$ cat config.mk
export PLATFORM = sky130hd
export DESIGN_NAME = eeh_host
export DESIGN_NICKNAME = d
export VERILOG_FILES = /design/src/rtl/eeh_pkg.sv /design/src/rtl/eeh_host.sv /design/src/rtl/eeh_sync.sv
export VERILOG_INCLUDE_DIRS = /design/src /design/src/rtl
export SDC_FILE = /design/constraint.sdc
export NUM_CORES = 1
export LEC_CHECK = 0
export BUFFER_PORTS_ARGS = -buffer_cell sky130_fd_sc_hd__buf_2
export CORE_MARGIN = 5
export CORE_UTILIZATION = 35
export DETAILED_ROUTE_END_ITERATION = 8
export GPL_TIMING_DRIVEN = 0
export MAX_ROUTING_LAYER = met4
export REMOVE_ABC_BUFFERS = 1
export SYNTH_ARGS = -nofsm -noshare
export SYNTH_HDL_FRONTEND = slang
export SYNTH_SLANG_ARGS = --single-unit
$ cat constraint.sdc
create_clock -name sys_clk -period 5.9 [get_ports sys_clk]
set_input_delay 0.295 -clock sys_clk [delete_from_list [all_inputs] [get_ports sys_clk]]
set_output_delay 0.295 -clock sys_clk [all_outputs]
set_load 0.02 [all_outputs]
$ cat src/rtl/eeh_map.svh
// timing counts and constants for the eeprom host controller
`ifndef EEH_MAP_SVH
`define EEH_MAP_SVH
`define EEH_CLK_MHZ            40
`define EEH_PROG_TIME_MS       10
`define EEH_PROG_CYC           (`EEH_PROG_TIME_MS * 1000 * `EEH_CLK_MHZ)
`define EEH_LOAD_MIN_US        1
`define EEH_LOAD_MIN_CYC       (`EEH_LOAD_MIN_US * `EEH_CLK_MHZ)
`define EEH_LOAD_MAX_US        100
`define EEH_LOAD_MAX_CYC       (`EEH_LOAD_MAX_US * `EEH_CLK_MHZ)
`define EEH_LOAD_MARGIN_CYC    4
`define EEH_SYNC_CYC           3
`define EEH_LOCK_REC_US        1
`define EEH_LOCK_REC_CYC       (`EEH_LOCK_REC_US * `EEH_CLK_MHZ)
`define EEH_NEXT_GAP_US        10
`define EEH_NEXT_GAP_CYC       (`EEH_NEXT_GAP_US * `EEH_CLK_MHZ)
`define EEH_READ_NS            300
`define EEH_READ_CYC           ((`EEH_READ_NS + 24) / 25)
`define EEH_PULSE_NS           100
`define EEH_PULSE_CYC          ((`EEH_PULSE_NS + 24) / 25)
`define EEH_HOLD_NS            150
`define EEH_HOLD_CYC           ((`EEH_HOLD_NS + 24) / 25)
`endif

$ cat src/rtl/eeh_pkg.sv
// types for the eeprom host controller
package eeh_pkg;
    typedef enum logic [2:0] {
        EEH_IDLE  = 3'b000,
        EEH_RD    = 3'b001,
        EEH_WR    = 3'b010,
        EEH_HOLD  = 3'b011,
        EEH_GAP   = 3'b100,
        EEH_PROG  = 3'b101
    } eeh_state_t;
    typedef enum logic [1:0] {
        EEH_OP_READ  = 2'b00,
        EEH_OP_WRITE = 2'b01,
        EEH_OP_LOCK  = 2'b10
    } eeh_op_t;
endpackage

$ cat src/rtl/eeh_host.sv
// host-side controller driving a byte-wide parallel eeprom
//
// Behaviour
// read: select low, gate low, strobe high
// write: select low, gate high, strobe low
// select high means standby, no writes
// gate low inhibits any write
// strobe high inhibits any write
// device programs within 10 ms
// wait full program time before array access
// page byte loads 1 to 100 us apart; here a lock load after plain writes goes at once
// strobe high 1 us after lock command
// at least 10 us before next write
// polling is an ordinary read cycle
// gate may pulse between page loads
// device closes page after load window lapses
`timescale 1ns/1ps
`include "eeh_map.svh"
module eeh_host #(
    parameter int AW        = 15,
    parameter int PROG_CYC  = `EEH_PROG_CYC,
    parameter int GAP_CYC   = `EEH_NEXT_GAP_CYC
) (
    input  wire logic            sys_clk,
    input  wire logic            reset,
    input  wire logic            req_valid,
    output logic                 req_ready,
    input  wire eeh_pkg::eeh_op_t req_op,
    input  wire logic            req_last,
    input  wire logic [AW-1:0]   req_addr,
    input  wire logic [7:0]      req_wdata,
    output logic                 rsp_valid,
    output logic [7:0]           rsp_rdata,
    output logic                 busy,
    output logic [AW-1:0]        mem_addr,
    output logic                 chip_select_n,
    output logic                 output_gate_n,
    output logic                 store_strobe_n,
    input  wire logic [7:0]      data_lines_i,
    output logic [7:0]           data_lines_o,
    output logic                 data_lines_oe
);
    import eeh_pkg::*;

    localparam int CW = 22;
    localparam logic [CW-1:0] READ_CYC  = CW'(`EEH_READ_CYC);
    localparam logic [CW-1:0] PULSE_CYC = CW'(`EEH_PULSE_CYC);
    localparam logic [CW-1:0] HOLD_CYC  = CW'(`EEH_HOLD_CYC);
    localparam logic [CW-1:0] LMIN_CYC  = CW'(`EEH_LOAD_MIN_CYC);
    localparam logic [CW-1:0] LREC_CYC  = CW'(`EEH_LOCK_REC_CYC);
    localparam logic [CW-1:0] PROG_C    = CW'(PROG_CYC);
    localparam logic [CW-1:0] GAP_C     = CW'(GAP_CYC);
    // the synchroniser delays the sampled byte, so the read window is stretched
    localparam logic [CW-1:0] SYNC_LAT  = CW'(`EEH_SYNC_CYC);
    // margin so that the next strobe still falls inside the byte load window
    localparam logic [CW-1:0] LMAX_CYC  = CW'(`EEH_LOAD_MAX_CYC) - HOLD_CYC - PULSE_CYC
                                          - CW'(`EEH_LOAD_MARGIN_CYC);

    typedef struct packed {
        eeh_state_t      state;
        logic [CW-1:0]   cnt;
        logic [CW-1:0]   since;
        logic            in_page;
        logic            last;
        logic            lock;
        logic            rsp_valid;
        logic [7:0]      rdata;
        logic [AW-1:0]   addr;
        logic [7:0]      wdata;
        logic            cs_n;
        logic            oe_n;
        logic            we_n;
        logic            drive;
    } eeh_host_t;

    eeh_host_t st_r, st_nxt;
    logic [7:0] din_s;

    // pins from the device are asynchronous to sys_clk
    eeh_sync #(.W(8)) u_sync (
        .sys_clk (sys_clk),
        .reset   (reset),
        .din     (data_lines_i),
        .dout    (din_s)
    );

    function automatic logic [CW-1:0] sat_inc(input logic [CW-1:0] v);
        return (&v) ? v : v + CW'(1);
    endfunction

    // a countdown has run out
    function automatic logic expired(input logic [CW-1:0] v);
        return v == '0;
    endfunction

    // after a last byte, or when the device closes a page by itself, the host
    // must sit out the whole program time
    function automatic eeh_host_t begin_prog(input eeh_host_t s);
        eeh_host_t r;
        r         = s;
        r.in_page = 1'b0;
        r.lock    = 1'b0;
        r.cnt     = PROG_C;
        r.state   = EEH_PROG;
        return r;
    endfunction

    // the next page load may only go once the minimum spacing has passed, except a lock load into a page of plain writes, which goes at once
    logic load_ok;
    assign load_ok = st_r.since >= (st_r.lock ? LREC_CYC : LMIN_CYC);

    // the device closes a page left idle past the load window and starts
    // programming; the host follows so that it never touches the array early
    logic lapsed;
    assign lapsed = st_r.in_page && (st_r.since >= LMAX_CYC);

    always_comb begin
        st_nxt           = st_r;
        st_nxt.rsp_valid = 1'b0;
        st_nxt.since     = sat_inc(st_r.since);
        st_nxt.cnt       = !expired(st_r.cnt) ? st_r.cnt - CW'(1) : '0;
        req_ready        = 1'b0;
        unique case (st_r.state)
            EEH_IDLE: begin
                // a page left open must be continued with the next write or read
                // nothing is taken in the cycle in which a lapsed page is closed
                req_ready = !lapsed && (!st_r.in_page || load_ok
                            || (req_op != EEH_OP_WRITE && !st_r.lock));
                if (req_valid && req_ready) begin
                    st_nxt.addr = req_addr;
                    st_nxt.wdata = req_wdata;
                    st_nxt.last = req_last;
                    st_nxt.cs_n = 1'b0;
                    if (req_op == EEH_OP_READ) begin
                        st_nxt.oe_n  = 1'b0;
                        st_nxt.cnt   = READ_CYC + SYNC_LAT;
                        st_nxt.state = EEH_RD;
                    end else begin
                        st_nxt.oe_n  = 1'b1;
                        st_nxt.we_n  = 1'b0;
                        st_nxt.drive = 1'b1;
                        st_nxt.lock  = (req_op == EEH_OP_LOCK);
                        st_nxt.cnt   = PULSE_CYC;
                        st_nxt.state = EEH_WR;
                    end
                end
                if (lapsed) begin
                    st_nxt = begin_prog(st_nxt);
                end
            end
            EEH_RD: begin
                if (expired(st_r.cnt)) begin
                    st_nxt.rdata     = din_s;
                    st_nxt.rsp_valid = 1'b1;
                    st_nxt.cs_n      = 1'b1;
                    st_nxt.oe_n      = 1'b1;
                    st_nxt.state     = EEH_IDLE;
                end
            end
            EEH_WR: begin
                if (expired(st_r.cnt)) begin
                    st_nxt.we_n  = 1'b1;
                    st_nxt.cnt   = HOLD_CYC;
                    st_nxt.state = EEH_HOLD;
                end
            end
            EEH_HOLD: begin
                // address and data held past the strobe edge, then deselect
                if (expired(st_r.cnt)) begin
                    st_nxt.cs_n    = 1'b1;
                    st_nxt.drive   = 1'b0;
                    st_nxt.since   = '0;
                    st_nxt.in_page = !st_r.last;
                    if (st_r.last) begin
                        st_nxt = begin_prog(st_nxt);
                    end else begin
                        st_nxt.state = EEH_IDLE;
                    end
                end
            end
            EEH_PROG: begin
                // no polling here: the full program time is always waited out
                if (expired(st_r.cnt)) begin
                    st_nxt.cnt   = GAP_C;
                    st_nxt.state = EEH_GAP;
                end
            end
            EEH_GAP: begin
                if (expired(st_r.cnt)) begin
                    st_nxt.state = EEH_IDLE;
                end
            end
            default: begin
                st_nxt.state = EEH_IDLE;
            end
        endcase
    end

    always_ff @(posedge sys_clk) begin
        if (reset) begin
            st_r       <= '0;
            st_r.state <= EEH_IDLE;
            st_r.cs_n  <= 1'b1;
            st_r.oe_n  <= 1'b1;
            st_r.we_n  <= 1'b1;
        end else begin
            st_r <= st_nxt;
        end
    end

    assign rsp_valid      = st_r.rsp_valid;
    assign rsp_rdata      = st_r.rdata;
    assign busy           = st_r.state != EEH_IDLE;
    assign mem_addr       = st_r.addr;
    assign chip_select_n  = st_r.cs_n;
    assign output_gate_n  = st_r.oe_n;
    assign store_strobe_n = st_r.we_n;
    assign data_lines_o   = st_r.wdata;
    assign data_lines_oe  = st_r.drive;
endmodule // eeh_host

$ cat src/rtl/eeh_sync.sv
// three-stage input synchroniser, change taken when the last two agree
`timescale 1ns/1ps
module eeh_sync #(
    parameter int W = 8
) (
    input  wire logic         sys_clk,
    input  wire logic         reset,
    input  wire logic [W-1:0] din,
    output logic      [W-1:0] dout
);
    import eeh_pkg::*;
    typedef struct packed {
        logic [W-1:0] s1;
        logic [W-1:0] s2;
        logic [W-1:0] s3;
        logic [W-1:0] q;
    } eeh_sync_t;
    eeh_sync_t st_r, st_nxt;
    always_comb begin
        st_nxt    = st_r;
        st_nxt.s1 = din;
        st_nxt.s2 = st_r.s1;
        st_nxt.s3 = st_r.s2;
        for (int i = 0; i < W; i++) begin
            if (st_r.s2[i] == st_r.s3[i]) begin
                st_nxt.q[i] = st_r.s3[i];
            end
        end
    end
    always_ff @(posedge sys_clk) begin
        if (reset) begin
            st_r <= '0;
        end else begin
            st_r <= st_nxt;
        end
    end
    assign dout = st_r.q;
endmodule // eeh_sync

# == Word-level counts from Yosys, hierarchy flattened ==
# Index checks and enable logic that the tools add are counted.
# classes
mul,0
add_sub_neg,2
magnitude_cmp,2
reduce_logical,29
n_mux,28
n_shift,0
n_eq_ne,24
div_mod_pow,0
bitwise,2
# op_table
op,n
86-bit two-way mux,2
22-bit one-hot mux with 4 select lines,1
83-bit two-way mux,1
25-bit two-way mux,3
25-bit one-hot mux with 2 select lines,1
23-bit one-hot mux with 2 select lines,1
22-bit two-way mux,2
27-bit two-way mux,1
9-bit one-hot mux with 3 select lines,1
24-bit two-way mux,1
22-bit by 1-bit adder with 22-bit output (second input constant),1
22-bit by 12-bit >= comparator with 1-bit output (second input constant),1
22-bit by 6-bit >= comparator with 1-bit output (second input constant),1
22-bit zero test,1
22-bit AND reduction,1
22-bit by 1-bit subtractor with 22-bit output (second input constant),1
3-bit one-hot mux with 5 select lines,1
2-bit inequality test (second input constant),6
3-bit AND reduction,4
5-bit AND reduction,2
9-bit two-way mux,1
1-bit == test,8
3-bit by 2-bit == test with 1-bit output (second input constant),2
3-bit == test (second input constant),2
21 further kinds,41
# totals
latchBits,0
reg_bits,118
mem_count,0
ram_bits,0
inputBits,37
output_inout_bits,38
romBits,0

# == Logic depth before layout (Yosys ltp) ==
# depth
depth_word,8
ltp_mapped,10

# == Hierarchy ==
# A second synthesis with hierarchy kept.
# unflattened
hier_cells,588
area_unflattened_um2,5237.5
# modules_own_cells
mod,instances,cells_per_inst,area_each_um2
eeh_host,1,497,4254.1
eeh_sync,1,91,983.4

# == Worst setup path after synthesis ==
# Ideal clock, no wire load.
# synth_path
kind,register -> register
startpoint,register st_r[63] in the netlist's numbering
endpoint,register st_r[43] in the netlist's numbering
n_path_buf,3
path_slack_ns,3.710
t_arrival_ns,2.074
stages_incl_launch_ff,10
setup_time_ns,0.116
cell_sequence,dfxtp_1 > or4_1 > buf_2 > nor4_4 > nand3_2 > buf_6 > nor2_2 > a21o_2 > buf_4 > nor2_1
# synth_via
elab_chain_cells,3
# synth_lines
item,line,source
start: declaration,eeh_host.sv:76,"eeh_host_t st_r, st_nxt;"
start signal: assignment,eeh_host.sv:207,st_r <= st_nxt;
22-bit zero test,eeh_host.sv:93,return v == '0;
86-bit two-way mux,eeh_host.sv:169,if (expired(st_r.cnt)) begin
25-bit one-hot mux with 2 select lines,eeh_host.sv:123,unique case (st_r.state)
# No other way between the ends. The select of a mux whose other input is x is not followed.
# A chain may end at the register's enable or synchronous reset.

# == Worst setup path after layout ==
# layout_path
startpoint,register st_r[41] in the netlist's numbering
endpoint,register st_r (netlist bit store_strobe_n)
# layout_via
elab_chain_cells,8
# layout_lines
item,line,source
22-bit by 12-bit >= comparator with 1-bit output / 22-bit by 6-bit >= comparator with 1-bit output (equally long branches),"eeh_host.sv:115, eeh_host.sv:110",
1-bit logical AND / 1-bit logical OR (equally long branches),"eeh_host.sv:115, eeh_host.sv:127",
1-bit zero test / 1-bit logical OR (equally long branches),"eeh_host.sv:127, eeh_host.sv:128",
1-bit logical AND *,eeh_host.sv:127,req_ready = !lapsed && (!st_r.in_page || load_ok
1-bit logical AND *,eeh_host.sv:129,if (req_valid && req_ready) begin
27-bit two-way mux *,eeh_host.sv:129,
86-bit two-way mux *,eeh_host.sv:147,if (lapsed) begin
1-bit one-hot mux with 3 select lines *,eeh_host.sv:123,
# Every way passes the cells marked *; elsewhere a longest branch is shown, timed or not. The select of a mux whose other input is x is not followed.

==> flow_metrics.py <==
metrics = {
    "placement": {
        "port_buffers": 74,
        "place_ws_ns": 2.96,
        "gp_congestion": 0.821,
        "dpl.cell_count": 770,
        "post-dp-hpwl_mm": 6.79,
    },
    "setup_path": {
        "max_stage_delay_ns": 0.86,
        "rrSetupSlack_ns": 2.95,
        "startpoint": "st_r[41]",
        "critPathKind": "reg -> reg",
        "reg2reg_from": "st_r[41]",
        "critPathCaptureType": "register",
        "start_kind": "register",
        "cp_slowest_cell": "nor3_4",
        "crit_required_ns": 6.19,
        "r2r_cells": 6,
        "worst-path-buf-inv": 0,
        "arrival_ns": 3.24,
        "crit_path_max_fanout": 26,
        "path_cells": "o31a_1, nor3_1, o2bb2ai_1, nor3_4, o21ai_0, a211o_1",
        "timing.rr.end": "store_strobe_n",
        "cp_top_family": "compound AO/OA/AOI/OAI gates",
    },
    "status": {
        "run_status": "complete, no violations",
    },
    "floorplan": {
        "start_util_pct": 35.5,
        "rows": 43,
        "die_h_um": 128,
        "io_pins": 75,
        "core_area_um2": 13800,
        "die_w_um": 128,
        "die_area_um2": 16500,
    },
    "route": {
        "firstDrtPassIters": 4,
        "drt_wl_total_mm": 10.3,
        "via_count": 3868,
        "via_per_inst": 4.83,
        "drt_iter0_drc": 273,
        "drc": 0,
        "wire_per_inst_um": 12.8,
        "detail-route-antenna-nets": 0,
    },
    "yosys": {
        "synthCells": 574,
        "yosys-top-cells-area": "dfxtp_1 48%, nand2_1 7.0%, a21oi_1 5.8%",
        "syn_area_per_cell_um2": 8.54,
        "synth_edf_count": 0,
        "syn-cell-area_um2": 4900,
        "yosys_register_bits": 118,
        "synth_cell_types": 48,
        "ys_seq_area_share_pct": 48.2,
        "yosysWarnings": 0,
        "ys.flop_type": "dfxtp_1",
        "synthArstFlopShare_pct": 0,
        "yosysTopAreaCellShare_pct": 48.2,
        "synth_top_area_cell": "dfxtp_1",
    },
    "power": {
        "vdd_drop_max_mv": 0.284,
        "p_per_area_nw_per_um2": 441,
        "total_power_mw": 2.52,
        "power.leakage_nw": 2.25,
    },
    "timing": {
        "period_needed_ns": 2.95,
        "finalHoldViolCount": 0,
        "tns_ns": 0,
        "worst_slack_ns": 2.95,
        "worstMarginPinSlew_ns": 0.973,
        "rsz0062_at_grt": "no",
        "holdWs_ns": 0.102,
        "slew_headroom_pct": 35.0,
        "max_freq_ghz": 0.339,
        "final-setup-viol-count": 0,
        "final.setup_skew_ns": 0.00567,
        "min_period_over_period_pct": 49.9,
        "slew_viol_final": 0,
    },
    "clocking": {
        "hold_buffers": 0,
        "cts_sinks": 118,
        "postCtsSetupBuffers": 0,
        "cts_resized": 0,
        "cts_buffers": 17,
        "cts_buffer_depth": 2,
        "clk_latency_ns": 0.40,
        "cts_tree": "built",
        "clkTransAtPathRegs_ns": 0.05,
        "cts_root_buf": "clkbuf_16",
        "htreeDepth": 4,
    },
    "min_path": {
        "hold_class": "in -> reg",
        "worstHoldStart": "data_lines_i[7]",
        "hold_path_depth": 2,
        "whs_endpoint": "u_sync.st_nxt[23]",
    },
    "grt": {
        "antenna_found_initial": 0,
        "grt_max_degree": 85,
        "grtUsageTotal_pct": 13.0,
        "grt_overflow": 0,
        "grt_pass1_wl_mm": 17.0,
        "first_global_vias": 3730,
    },
    "layout": {
        "antennaDiodeCount": 0,
        "n_fill_cell": 1371,
        "nets": 649,
        "drive_gt1_share_pct": 18.0,
        "final_cells": 801,
        "synthToLayoutAreaGrowth_pct": 16.6,
    },
    "flow_run": {
        "maxCapViolations": 0,
    },
}
## cell type report
| class | count | area (µm²) | area share, % |
|---|---|---|---|
| sequential | 118 | 2360 | 41.3 |
| multi-input combinational | 390 | 2160 | 37.8 |
| clock buffer | 20 | 457 | 7.99 |
| timing repair buffer | 74 | 373 | 6.53 |
| tap | 180 | 225 | 3.94 |
| clock inverter | 11 | 108 | 1.88 |
| inverter | 8 | 30.0 | 0.526 |
## power by group
group	internal (mW)	switching [mW]
Sequential	0.880	0.0670
Combinational	0.229	0.368
Clock	0.634	0.340
## sequential cells by signal (all words and copies together) (netlist names)
register        cells
chip_select_n       1
data_lines_o        8
data_lines_oe       1
mem_addr           15
output_gate_n       1
rsp_rdata           8
rsp_valid           1
st_r               50
store_strobe_n      1
u_sync.dout         8
u_sync.st_nxt      16
u_sync.st_r         8
## placed cells by master (no fill, tap or decap), types with 3 or more instances in the layout
cell and count:
dfxtp_1 118, nor2b_1 28, clkbuf_16 17, nor4b_1 3, o31a_1 3, clkinv_2 8
buf_2 73, ha_1 3, nor3b_1 3, nor3_1 18, inv_1 8, nand2_1 92
xnor2_1 18, or4_1 6, a21oi_1 57, nor4_1 7, nand3b_1 3, nor2_1 51
nand4_1 5, a31oi_1 4, o21a_1 3, nand3_1 13, or3_1 7, xor2_1 14
o21ai_0 20, and3_1 6
## per-stage QoR
step	util, %	instance area [µm²]
detailed placement	37.2	5150
CTS	41.3	5710
finish	41.3	5710
global route	41.3	5710
floorplan	-	4550
global placement	37.2	5140
## cell usage after synthesis (4+ instances only)
cell / count
and3_1: 6
a31oi_1: 4
or4_1: 6
nand3_1: 13
o21ai_0: 20
xnor2_1: 18
dfxtp_1: 118
xor2_1: 14
a21oi_1: 57
inv_1: 8
nor2_1: 51
or3_1: 7
nor4_1: 7
nand2_1: 92
nand4_1: 5
nor3_1: 18
nor2b_1: 28
clkbuf_1: 19
buf_4: 34
## worst max path at each step
stage	endpoint	slack, ns	cells after the start
5_1_grt	store_strobe_n	2.61	6
4_1_cts	store_strobe_n	2.93	6
3_5_place_dp	store_strobe_n	2.96	6
2_1_floorplan	store_strobe_n	3.33	4
6_report	store_strobe_n	2.95	6
3_3_place_gp	store_strobe_n	2.53	6
## cell families (layout without fill, tap and decap cells)
group | after synthesis | in the layout | synth area share [%]
buffers and inverters | 66 | 113 | 7.89
AND/OR/NAND/NOR | 254 | 254 | 25.8
multiplexers | 1 | 1 | 0.204
adder cells (fa/ha/maj) | 3 | 3 | 0.766
AO/OA/AOI/OAI | 100 | 100 | 11.4
flip-flops | 118 | 118 | 48.2
XOR/XNOR | 32 | 32 | 5.72
## routing by layer
metal / wire length, µm / GRT usage [%] / vias up
met4: 97 / 6.05 / 0
met1: 4870 / 15.9 / 1801
met5: 0 / - / -
li1: - / - / 1975
met2: 4800 / 19.9 / 86
met3: 522 / 3.86 / 6
No activity file was read; power rests on OpenSTA's default activity.
